File: src/inc/mcc_pkg.sv
// Constants, field layout and mode encodings of the clock controller.
// Assumes pclk is the oscillator clock and every count below is in its cycles.
package mcc_pkg;

  // Register indices; the byte address on APB is four times the index
  localparam logic [9:0]  IDX_CSR        = 10'h02C;
  localparam logic [9:0]  IDX_TONE       = 10'h02D;
  localparam logic [9:0]  IDX_IRQ_STATUS = 10'h02E;
  localparam logic [9:0]  IDX_IRQ_MASK   = 10'h02F;

  // Control/status field positions
  localparam int unsigned CSR_CLKOUT_BIT = 7;
  localparam int unsigned CSR_CPUDIV_LSB = 5;
  localparam int unsigned CSR_SLOW_BIT   = 4;
  localparam int unsigned CSR_TB_LSB     = 2;
  localparam int unsigned CSR_OIE_BIT    = 1;
  localparam int unsigned CSR_FLAG_BIT   = 0;
  localparam int unsigned TONE_SEL_LSB   = 0;
  localparam int unsigned IRQ_TIMEOUT_BIT = 0;

  // Reset values
  localparam logic [7:0]  CSR_RESET      = 8'h00;
  localparam logic [7:0]  TONE_RESET     = 8'h00;
  localparam logic        IRQ_RESET      = 1'b0;

  // Time base dividers in oscillator cycles
  localparam logic [17:0] TB_DIV_0       = 18'd16000;
  localparam logic [17:0] TB_DIV_1       = 18'd32000;
  localparam logic [17:0] TB_DIV_2       = 18'd80000;
  localparam logic [17:0] TB_DIV_3       = 18'd200000;

  // Tone half periods in oscillator cycles (ratios for an 8 MHz oscillator)
  localparam logic [13:0] TONE_HALF_1    = 14'd2000;
  localparam logic [13:0] TONE_HALF_2    = 14'd4000;
  localparam logic [13:0] TONE_HALF_3    = 14'd8000;

  // Slow mode divides by 2 to the power (code + this)
  localparam int unsigned CPU_DIV_LOG2_MIN = 1;

  typedef enum logic [3:0] {
    PM_RUN         = 4'b0001,
    PM_WAIT        = 4'b0010,
    PM_ACTIVE_HALT = 4'b0100,
    PM_HALT        = 4'b1000
  } mcc_pmode_t;

endpackage : mcc_pkg

File: src/inc/mcc_core_if.sv
// Signals shared by the controller top and its time base and tone engines.
// Assumes all three sit on the same pclk domain.
interface mcc_core_if;
  logic       run_rtc;
  logic       run_tone;
  logic [1:0] tb_sel;
  logic       tb_tick;
  logic [1:0] tone_sel;
  logic       tone_out;

  modport ctl  (output run_rtc, output run_tone, output tb_sel, output tone_sel,
                input tb_tick, input tone_out);
  modport rtc  (input run_rtc, input tb_sel, output tb_tick);
  modport tone (input run_tone, input tone_sel, output tone_out);
endinterface : mcc_core_if

File: src/logic/mcc_top.sv
// Main clock controller: CPU prescaler, clock-out, time base and beeper on APB.
// Assumes pclk is the oscillator clock and the power requests are synchronous.
module mcc_top #(
  parameter logic [17:0] TB_DIV0    = mcc_pkg::TB_DIV_0,
  parameter logic [17:0] TB_DIV1    = mcc_pkg::TB_DIV_1,
  parameter logic [17:0] TB_DIV2    = mcc_pkg::TB_DIV_2,
  parameter logic [17:0] TB_DIV3    = mcc_pkg::TB_DIV_3,
  parameter logic [13:0] TONE_HALF1 = mcc_pkg::TONE_HALF_1,
  parameter logic [13:0] TONE_HALF2 = mcc_pkg::TONE_HALF_2,
  parameter logic [13:0] TONE_HALF3 = mcc_pkg::TONE_HALF_3
) (
  // Clock, reset, enable
  input  wire logic        pclk,
  input  wire logic        presetn,
  input  wire logic        ce,
  // APB slave
  input  wire logic        psel,
  input  wire logic        penable,
  input  wire logic        pwrite,
  input  wire logic [11:0] paddr,
  input  wire logic [31:0] pwdata,
  output logic      [31:0] prdata,
  output logic             pready,
  output logic             pslverr,
  // Power mode requests from the CPU and the external wake input
  input  wire logic        wait_req,
  input  wire logic        halt_req,
  input  wire logic        ext_wake,
  // Clocks and pins
  output logic             cpu_tick,
  output logic             clock_out_pin,
  output logic             clock_out_oe,
  output logic             tone_pin,
  output logic             tone_oe,
  // Interrupt and power status
  output logic             irq,
  output logic             wake,
  output mcc_pkg::mcc_pmode_t power_mode
);
  import mcc_pkg::*;

  mcc_core_if core ();

  // Register state
  logic       clock_out_enable_q;
  logic [1:0] cpu_divider_select_q;
  logic       slow_select_q;
  logic [1:0] time_base_select_q;
  logic       timeout_irq_enable_q;
  logic       timeout_flag_q;
  logic [1:0] tone_select_q;
  logic       irq_status_q;
  logic       irq_mask_q;

  // Bus state
  logic        pready_q;
  logic        pslverr_q;
  logic [31:0] prdata_q;

  // Power and clock state
  mcc_pmode_t  pm_q;
  mcc_pmode_t  pm_d;
  logic        wake_q;
  logic [3:0]  cpu_cnt_q;
  logic        cpu_tick_q;
  logic        clock_out_pin_q;
  logic        clock_out_oe_q;
  logic        tone_pin_q;
  logic        tone_oe_q;
  logic        irq_q;

  // Decode
  logic        xfer;
  logic        wr;
  logic        rd;
  logic        hit_csr;
  logic        hit_tone;
  logic        hit_ists;
  logic        hit_imsk;
  logic        mapped;
  logic        frozen;
  logic        cpu_running;
  logic        wake_evt;
  logic [7:0]  csr_view;
  logic [31:0] rd_mux;
  logic [3:0]  cpu_last;

  // Completing edge: master sees pready high, so writes and read side effects land here
  assign xfer     = psel && penable && pready_q;
  assign wr       = xfer && pwrite && !frozen;
  assign rd       = xfer && !pwrite;
  assign hit_csr  = (paddr[11:2] == IDX_CSR);
  assign hit_tone = (paddr[11:2] == IDX_TONE);
  assign hit_ists = (paddr[11:2] == IDX_IRQ_STATUS);
  assign hit_imsk = (paddr[11:2] == IDX_IRQ_MASK);
  assign mapped   = hit_csr || hit_tone || hit_ists || hit_imsk;

  // Active halt and halt both block register writes; the interrupt status clear and the tick-set flags still act
  assign frozen      = (pm_q == PM_ACTIVE_HALT) || (pm_q == PM_HALT);
  assign cpu_running = (pm_q == PM_RUN) || (pm_q == PM_WAIT);
  assign wake_evt    = (core.tb_tick && timeout_irq_enable_q) || ext_wake;

  // Engines
  assign core.run_rtc  = (pm_q != PM_HALT);
  assign core.run_tone = (pm_q != PM_HALT);
  assign core.tb_sel   = time_base_select_q;
  assign core.tone_sel = tone_select_q;

  mcc_rtc #(
    .DIV0 (TB_DIV0),
    .DIV1 (TB_DIV1),
    .DIV2 (TB_DIV2),
    .DIV3 (TB_DIV3)
  ) u_rtc (
    .pclk    (pclk),
    .presetn (presetn),
    .ce      (ce),
    .core    (core.rtc)
  );

  mcc_tone #(
    .HALF1 (TONE_HALF1),
    .HALF2 (TONE_HALF2),
    .HALF3 (TONE_HALF3)
  ) u_tone (
    .pclk    (pclk),
    .presetn (presetn),
    .ce      (ce),
    .core    (core.tone)
  );

  // Control/status register
  always_ff @(posedge pclk or negedge presetn) begin
    if (!presetn) begin
      clock_out_enable_q   <= CSR_RESET[CSR_CLKOUT_BIT];
      cpu_divider_select_q <= CSR_RESET[CSR_CPUDIV_LSB +: 2];
      slow_select_q        <= CSR_RESET[CSR_SLOW_BIT];
      time_base_select_q   <= CSR_RESET[CSR_TB_LSB +: 2];
      timeout_irq_enable_q <= CSR_RESET[CSR_OIE_BIT];
    end else if (ce && wr && hit_csr) begin
      clock_out_enable_q   <= pwdata[CSR_CLKOUT_BIT];
      cpu_divider_select_q <= pwdata[CSR_CPUDIV_LSB +: 2];
      slow_select_q        <= pwdata[CSR_SLOW_BIT];
      time_base_select_q   <= pwdata[CSR_TB_LSB +: 2];
      timeout_irq_enable_q <= pwdata[CSR_OIE_BIT];
    end
  end

  // Timeout flag: a tick in the same cycle as the clearing read wins
  always_ff @(posedge pclk or negedge presetn) begin
    if (!presetn) begin
      timeout_flag_q <= CSR_RESET[CSR_FLAG_BIT];
    end else if (ce) begin
      if (core.tb_tick) begin
        timeout_flag_q <= 1'b1;
      end else if (rd && hit_csr) begin
        timeout_flag_q <= 1'b0;
      end
    end
  end

  // Tone register; only the select field is stored, upper bits read zero
  always_ff @(posedge pclk or negedge presetn) begin
    if (!presetn) begin
      tone_select_q <= TONE_RESET[TONE_SEL_LSB +: 2];
    end else if (ce && wr && hit_tone) begin
      tone_select_q <= pwdata[TONE_SEL_LSB +: 2];
    end
  end

  // Interrupt status (write one to clear, set wins) and mask
  always_ff @(posedge pclk or negedge presetn) begin
    if (!presetn) begin
      irq_status_q <= IRQ_RESET;
    end else if (ce) begin
      if (core.tb_tick) begin
        irq_status_q <= 1'b1;
      end else if (xfer && pwrite && hit_ists && pwdata[IRQ_TIMEOUT_BIT]) begin
        irq_status_q <= 1'b0;
      end
    end
  end

  always_ff @(posedge pclk or negedge presetn) begin
    if (!presetn) begin
      irq_mask_q <= IRQ_RESET;
    end else if (ce && wr && hit_imsk) begin
      irq_mask_q <= pwdata[IRQ_TIMEOUT_BIT];
    end
  end

  always_ff @(posedge pclk or negedge presetn) begin
    if (!presetn) begin
      irq_q <= 1'b0;
    end else if (ce) begin
      irq_q <= irq_status_q && irq_mask_q;
    end
  end

  // Read data
  assign csr_view = {clock_out_enable_q, cpu_divider_select_q, slow_select_q,
                     time_base_select_q, timeout_irq_enable_q, timeout_flag_q};

  always_comb begin
    rd_mux = 32'h00000000;
    if (hit_csr) begin
      rd_mux[7:0] = csr_view;
    end else if (hit_tone) begin
      rd_mux[TONE_SEL_LSB +: 2] = tone_select_q;
    end else if (hit_ists) begin
      rd_mux[IRQ_TIMEOUT_BIT] = irq_status_q;
    end else if (hit_imsk) begin
      rd_mux[IRQ_TIMEOUT_BIT] = irq_mask_q;
    end
  end

  // One wait state: pready rises in the second access cycle
  always_ff @(posedge pclk or negedge presetn) begin
    if (!presetn) begin
      pready_q  <= 1'b0;
      pslverr_q <= 1'b0;
      prdata_q  <= 32'h00000000;
    end else if (ce) begin
      pready_q <= psel && penable && !pready_q;
      if (psel && penable && !pready_q) begin
        pslverr_q <= !mapped;
        prdata_q  <= pwrite ? 32'h00000000 : rd_mux;
      end else begin
        pslverr_q <= 1'b0;
      end
    end
  end

  // Power mode sequencing
  always_comb begin
    pm_d = pm_q;
    unique case (pm_q)
      PM_RUN: begin
        if (halt_req) begin
          pm_d = timeout_irq_enable_q ? PM_ACTIVE_HALT : PM_HALT;
        end else if (wait_req) begin
          pm_d = PM_WAIT;
        end
      end
      PM_WAIT: begin
        if (wake_evt) begin
          pm_d = PM_RUN;
        end
      end
      PM_ACTIVE_HALT: begin
        if (wake_evt) begin
          pm_d = PM_RUN;
        end
      end
      PM_HALT: begin
        if (ext_wake) begin
          pm_d = PM_RUN; // Timeout cannot run here
        end
      end
      default: pm_d = PM_RUN;
    endcase
  end

  always_ff @(posedge pclk or negedge presetn) begin
    if (!presetn) begin
      pm_q   <= PM_RUN;
      wake_q <= 1'b0;
    end else if (ce) begin
      pm_q   <= pm_d;
      wake_q <= (pm_q != PM_RUN) && (pm_d == PM_RUN);
    end
  end

  // CPU prescaler: one tick per CPU clock period
  // Shift amount is three bits wide so that code 11 reaches a shift of 4 instead of wrapping to 0
  assign cpu_last = 4'((5'b00001 << (3'(cpu_divider_select_q) + 3'(CPU_DIV_LOG2_MIN))) - 5'd1);

  always_ff @(posedge pclk or negedge presetn) begin
    if (!presetn) begin
      cpu_cnt_q  <= 4'h0;
      cpu_tick_q <= 1'b0;
    end else if (ce) begin
      if (!cpu_running) begin
        cpu_cnt_q  <= 4'h0;
        cpu_tick_q <= 1'b0;
      end else if (!slow_select_q) begin
        cpu_cnt_q  <= 4'h0;
        cpu_tick_q <= 1'b1;
      end else if (cpu_cnt_q >= cpu_last) begin
        cpu_cnt_q  <= 4'h0;
        cpu_tick_q <= 1'b1;
      end else begin
        cpu_cnt_q  <= cpu_cnt_q + 4'd1;
        cpu_tick_q <= 1'b0;
      end
    end
  end

  // Clock-out pin: toggles per CPU tick, so it runs at half the CPU rate
  always_ff @(posedge pclk or negedge presetn) begin
    if (!presetn) begin
      clock_out_pin_q <= 1'b0;
      clock_out_oe_q  <= 1'b0;
    end else if (ce) begin
      clock_out_oe_q <= clock_out_enable_q && cpu_running;
      if (!(clock_out_enable_q && cpu_running)) begin
        clock_out_pin_q <= 1'b0;
      end else if (cpu_tick_q) begin
        clock_out_pin_q <= ~clock_out_pin_q;
      end
    end
  end

  // Tone pin
  always_ff @(posedge pclk or negedge presetn) begin
    if (!presetn) begin
      tone_pin_q <= 1'b0;
      tone_oe_q  <= 1'b0;
    end else if (ce) begin
      tone_pin_q <= core.tone_out;
      tone_oe_q  <= (tone_select_q != 2'b00);
    end
  end

  // Outputs
  assign prdata        = prdata_q;
  assign pready        = pready_q;
  assign pslverr       = pslverr_q;
  assign cpu_tick      = cpu_tick_q;
  assign clock_out_pin = clock_out_pin_q;
  assign clock_out_oe  = clock_out_oe_q;
  assign tone_pin      = tone_pin_q;
  assign tone_oe       = tone_oe_q;
  assign irq           = irq_q;
  assign wake          = wake_q;
  assign power_mode    = pm_q;

endmodule : mcc_top

File: src/logic/mcc_rtc.sv
// Time base counter: counts oscillator cycles and pulses once per period.
// Assumes run_rtc is low in full stop; the clock enable from the top gates the counter and tick here.
module mcc_rtc #(
  parameter logic [17:0] DIV0 = mcc_pkg::TB_DIV_0,
  parameter logic [17:0] DIV1 = mcc_pkg::TB_DIV_1,
  parameter logic [17:0] DIV2 = mcc_pkg::TB_DIV_2,
  parameter logic [17:0] DIV3 = mcc_pkg::TB_DIV_3
) (
  // Clock and reset
  input wire logic pclk,
  input wire logic presetn,
  input wire logic ce,
  // Core link
  mcc_core_if.rtc  core
);
  import mcc_pkg::*;

  logic [17:0] cnt_q;
  logic [1:0]  sel_q;
  logic        tick_q;
  logic [17:0] last;
  logic        at_last;

  always_comb begin
    unique case (sel_q)
      2'b00: last = DIV0 - 18'd1;
      2'b01: last = DIV1 - 18'd1;
      2'b10: last = DIV2 - 18'd1;
      2'b11: last = DIV3 - 18'd1;
    endcase
  end

  assign at_last = (cnt_q == last);

  always_ff @(posedge pclk or negedge presetn) begin
    if (!presetn) begin
      cnt_q <= 18'h00000;
      sel_q <= 2'b00;
    end else if (ce && core.run_rtc) begin
      if (at_last) begin
        cnt_q <= 18'h00000;
        sel_q <= core.tb_sel; // New base only at period end
      end else begin
        cnt_q <= cnt_q + 18'd1;
      end
    end
  end

  always_ff @(posedge pclk or negedge presetn) begin
    if (!presetn) begin
      tick_q <= 1'b0;
    end else if (ce) begin
      tick_q <= core.run_rtc && at_last;
    end
  end

  assign core.tb_tick = tick_q;

endmodule : mcc_rtc

File: src/logic/mcc_tone.sv
// Beep generator: square wave from a half-period counter on the oscillator.
// Assumes run_tone is low only in full stop.
module mcc_tone #(
  parameter logic [13:0] HALF1 = mcc_pkg::TONE_HALF_1,
  parameter logic [13:0] HALF2 = mcc_pkg::TONE_HALF_2,
  parameter logic [13:0] HALF3 = mcc_pkg::TONE_HALF_3
) (
  // Clock and reset
  input wire logic pclk,
  input wire logic presetn,
  input wire logic ce,
  // Core link
  mcc_core_if.tone core
);
  import mcc_pkg::*;

  logic [13:0] cnt_q;
  logic        out_q;
  logic [13:0] last;

  always_comb begin
    unique case (core.tone_sel)
      2'b00: last = 14'h0000;
      2'b01: last = HALF1 - 14'd1;
      2'b10: last = HALF2 - 14'd1;
      2'b11: last = HALF3 - 14'd1;
    endcase
  end

  always_ff @(posedge pclk or negedge presetn) begin
    if (!presetn) begin
      cnt_q <= 14'h0000;
      out_q <= 1'b0;
    end else if (ce && core.run_tone) begin
      if (core.tone_sel == 2'b00) begin
        cnt_q <= 14'h0000;
        out_q <= 1'b0;
      end else if (cnt_q >= last) begin
        // >= so a switch to a shorter tone cannot overrun the counter
        cnt_q <= 14'h0000;
        out_q <= ~out_q;
      end else begin
        cnt_q <= cnt_q + 14'd1;
      end
    end
  end

  assign core.tone_out = out_q;

endmodule : mcc_tone

File: config.mk
export PLATFORM = sky130hd
export DESIGN_NAME = mcc_top
export DESIGN_NICKNAME = d
export VERILOG_FILES = /design/src/inc/mcc_pkg.sv /design/src/inc/mcc_core_if.sv /design/src/logic/mcc_top.sv /design/src/logic/mcc_rtc.sv /design/src/logic/mcc_tone.sv
export SDC_FILE = /design/constraint.sdc
export NUM_CORES = 1
export LEC_CHECK = 0
export BUFFER_PORTS_ARGS = -buffer_cell sky130_fd_sc_hd__buf_2
export CORE_UTILIZATION = 55
export CTS_CLUSTER_SIZE = 20
export DETAILED_ROUTE_END_ITERATION = 8
export PLACE_DENSITY = 0.81
export SYNTH_ARGS = -nofsm -noshare
export SYNTH_HDL_FRONTEND = slang
export SYNTH_SLANG_ARGS = --single-unit
File: constraint.sdc
create_clock -name pclk -period 2.65 [get_ports pclk]
set_input_delay 0 -clock pclk [delete_from_list [all_inputs] [get_ports pclk]]
set_output_delay 0 -clock pclk [all_outputs]
set_load 0.005 [all_outputs]
==> impl_results.md <==
- Clock Power Share: 0.343
- Worst skew pair latency: 360 ps
- RSZ-0062 raised after global routing: no
- Root buffer cell: clkbuf_8
- Fin crit share: 0.949
- Gate count after technology mapping: 464
- Placed Cells: around 600
- FP Rows: 31
- Worst Setup End Kind: flip-flop
- Wirelength per Cell: 15.2 um
- Pwr Total: 2640 uW
- Core Util, Final: 0.664
- Initial antenna violation count: 0
- Fraction of layout cells with a size suffix above 1: 0.198
- Chip height: 90.3 um
- Unique masters post-synth: 60
- Peak VDD IR: 447 uV
- R2R Path Start: core.tone_sel[1]
- Worst Setup EP: u_tone.cnt_q[11]
- Io pins: 98
- Final instance area: 0.00492 sq mm
- Final Routed Wirelength: 9630 um
- Pre-antenna DRT Iters: 5
- Max Clock Freq: 398 MHz
- Crit-path slowest cell: or3b_1
- Fin Setup TNS: 0 ps
- CTS Buffer Depth: 2
- Initial DRC Count: 189
- Pins Over Slew Limit: 0
- Die Area: 0.00815 sq mm
- Nets@finish: 601
- Reg2Reg Depth: 8
- Crit-path max FO: 10
- Post-Syn Area: 0.00428 sq mm
- Worst reg2reg path endpoint: u_tone.cnt_q[11]
- Vias in the first global route: 3510
- Initial Util: 0.578
- Comb pwr share: 0.160
- Critical path class: flip-flop to flip-flop
- Most frequent cells in the layout: 72 x dfrtp_1, 60 x nand2_1, 47 x buf_2, 31 x nand3_1, 25 x conb_1
- Hold Path Class: input pin to flip-flop
- Gr usage total: 0.243
- Fin. Hold Viols: 0
- Max incr delay on CP: 420 ps
- Core area: 0.00741 sq mm
- Layout Cells excl Fill: 634
- Leak pwr: 0.00235 uW
- GRT overflow: 0
- Dpl hpwl: between 6000 and 7000 um
- Via count: around 3700
- Post-synth EDFFs: 0
- Remaining DRCs: 0
- Register bit total from synthesis: 73
- Number of CTS-inserted buffers: 9
- Final ANT Viol Nets: 0
- Fraction of power spent switching nets: 0.303
- Worst setup path start: core.tone_sel[1]
- Area grow syn2layout: 14.8%
- Avg Synthesized Cell Area: 9.23 sq um
- Crit-path cells: inv_1 > ha_1 > or3b_1 > a211oi_2 > o2111ai_1 > and3_4 > buf_4 > a221o_1
- Final setup fails: 0
- Sequential share of power: 0.496
- CTS tree: done
- Register area share after synthesis: 0.427
- Status: completed
- First-pass GRT wire length: 16000 um
- Max H-tree Level: 3
- Actual slew at the worst max-slew pin: 728 ps
- CP Launch Type: flip-flop
- Placed Area: between 0.004 and 0.005 sq mm
- Fin crit period: 2520 ps
- Yosys warns: 0
- Main synth FF type: dfrtp_1
- Worst-path clk slew: 80 ps
- Int Pwr: 1840 uW
- WP data required: 2900 ps
- R2R setup slack: 130 ps
- Slew margin rel.: 0.515
- Max-Cap Viols: 0
- Post-synth ARST share: 1.00
- Pin count of the biggest net entering global routing: 39
- GP Congestion: 0.879
- Most common cell after layout, fill and taps aside: dfrtp_1
- Antenna cell count: 0
- Port Buffers: 47
- Pwr dens: 537 mW/mm^2
- Setup Skew: 13.1 ps
- WP data arrival: 2760 ps
- Vias per cell: 5.83
- Net Switching: between 800 and 900 uW
- CTS Sinks: 73
- Die width: 90.3 um
how the worst min path moves through the flow:
stage | start | endpoint | slack (ps) | depth (start not counted)
final | paddr[3] | irq_status_q | 20 | 4
after global routing | paddr[3] | irq_status_q | 40 | 4
after CTS | paddr[3] | irq_status_q | 5 | 4
after detailed placement | presetn | u_rtc.cnt_q[11] | 100 | 1
after global placement | presetn | cpu_divider_select_q[0] | 90 | 1
after floorplan | presetn | clock_out_enable_q | -300 | 0
cell type report:
| cell class | instances | area, sq um |
|---|---|---|
| fill | 585 | 2490 |
| inverter | 25 | 93.8 |
| multi-input combinational | 346 | 2190 |
| timing repair buffer | 75 | 475 |
| tap | 99 | 124 |
| sequential | 73 | 1830 |
| clock buffer | 10 | 138 |
| clock inverter | 6 | 67.6 |
state kept, by name (all words and copies together), names as in the netlist, 2 cells and up:
name and count:
u_tone.cnt_q 14, cpu_cnt_q 4, core.tb_sel 2, u_rtc.sel_q 2
u_rtc.cnt_q 18, cpu_divider_select_q 2, prdata 8, power_mode 4
core.tone_sel 2
synth_stat cells, drive strengths merged (12+ instances only):
| library cell | instances | area, sq um |
|---|---|---|
| a21oi | 15 | 75.1 |
| buf | 30 | 224 |
| clkbuf | 13 | 50.0 |
| dfrtp | 72 | 1800 |
| ha | 18 | 225 |
| inv | 24 | 90.1 |
| mux2 | 13 | 146 |
| nand2 | 61 | 231 |
| nand3 | 31 | 155 |
| nand4 | 15 | 93.8 |
| nor2 | 18 | 67.6 |
| nor3 | 12 | 60.1 |
| o21ai | 23 | 115 |
layer usage:
layer	GRT usage	share of wire	up-vias
met5	0	0	-
met4	0.0833	0.013	0
met3	0.0589	0.057	12
met2	0.405	0.48	146
met1	0.310	0.45	1777
li1	-	-	1761
stage by stage:
step,setup WS (ps),hold WS (ps)
2_1_floorplan,257,-296
3_3_place_gp,101,85.5
3_5_place_dp,-51.9,102
4_1_cts,55.5,4.54
5_1_grt,16.9,40.8
6_report,135,19.0
power by group through the flow:
stage | Sequential [uW] | Clock [uW] | Combinational, uW
after floorplan | 1290 | 0 | 302
after global placement | 1320 | 0 | 390
after detailed placement | 1330 | 0 | 408
after CTS | 1310 | 928 | 422
after global routing | 1320 | 964 | 479
final | 1310 | 908 | 424
worst max-delay path, delay by kind of cell, from the launching register on:
kind,cells,cell delay [ps]
AO/OA/AOI/OAI,3,730
flip-flops,1,380
AND/OR/NAND/NOR,2,680
adder cells (fa/ha/maj),1,300
buffers and inverters,2,320
kinds of logic after synthesis:
| family | after synthesis | share of synthesized area |
|---|---|---|
| AND/OR/NAND/NOR | 186 | 0.222 |
| XOR/XNOR | 7 | 0.0143 |
| buffers and inverters | 68 | 0.0859 |
| adder cells (fa/ha/maj) | 19 | 0.0549 |
| other | 2 | 0.00175 |
| flip-flops | 73 | 0.427 |
| multiplexers | 17 | 0.0435 |
| AO/OA/AOI/OAI | 92 | 0.151 |
what timing repair did:
item,CTS,global route
pin swaps,0,0
setup buffers,0,2
endpoints found under the setup margin,7,11
endpoints found under the hold margin,43,0
resized for setup,1,8
hold buffers,12,0
No activity file was read; power rests on OpenSTA's default activity.
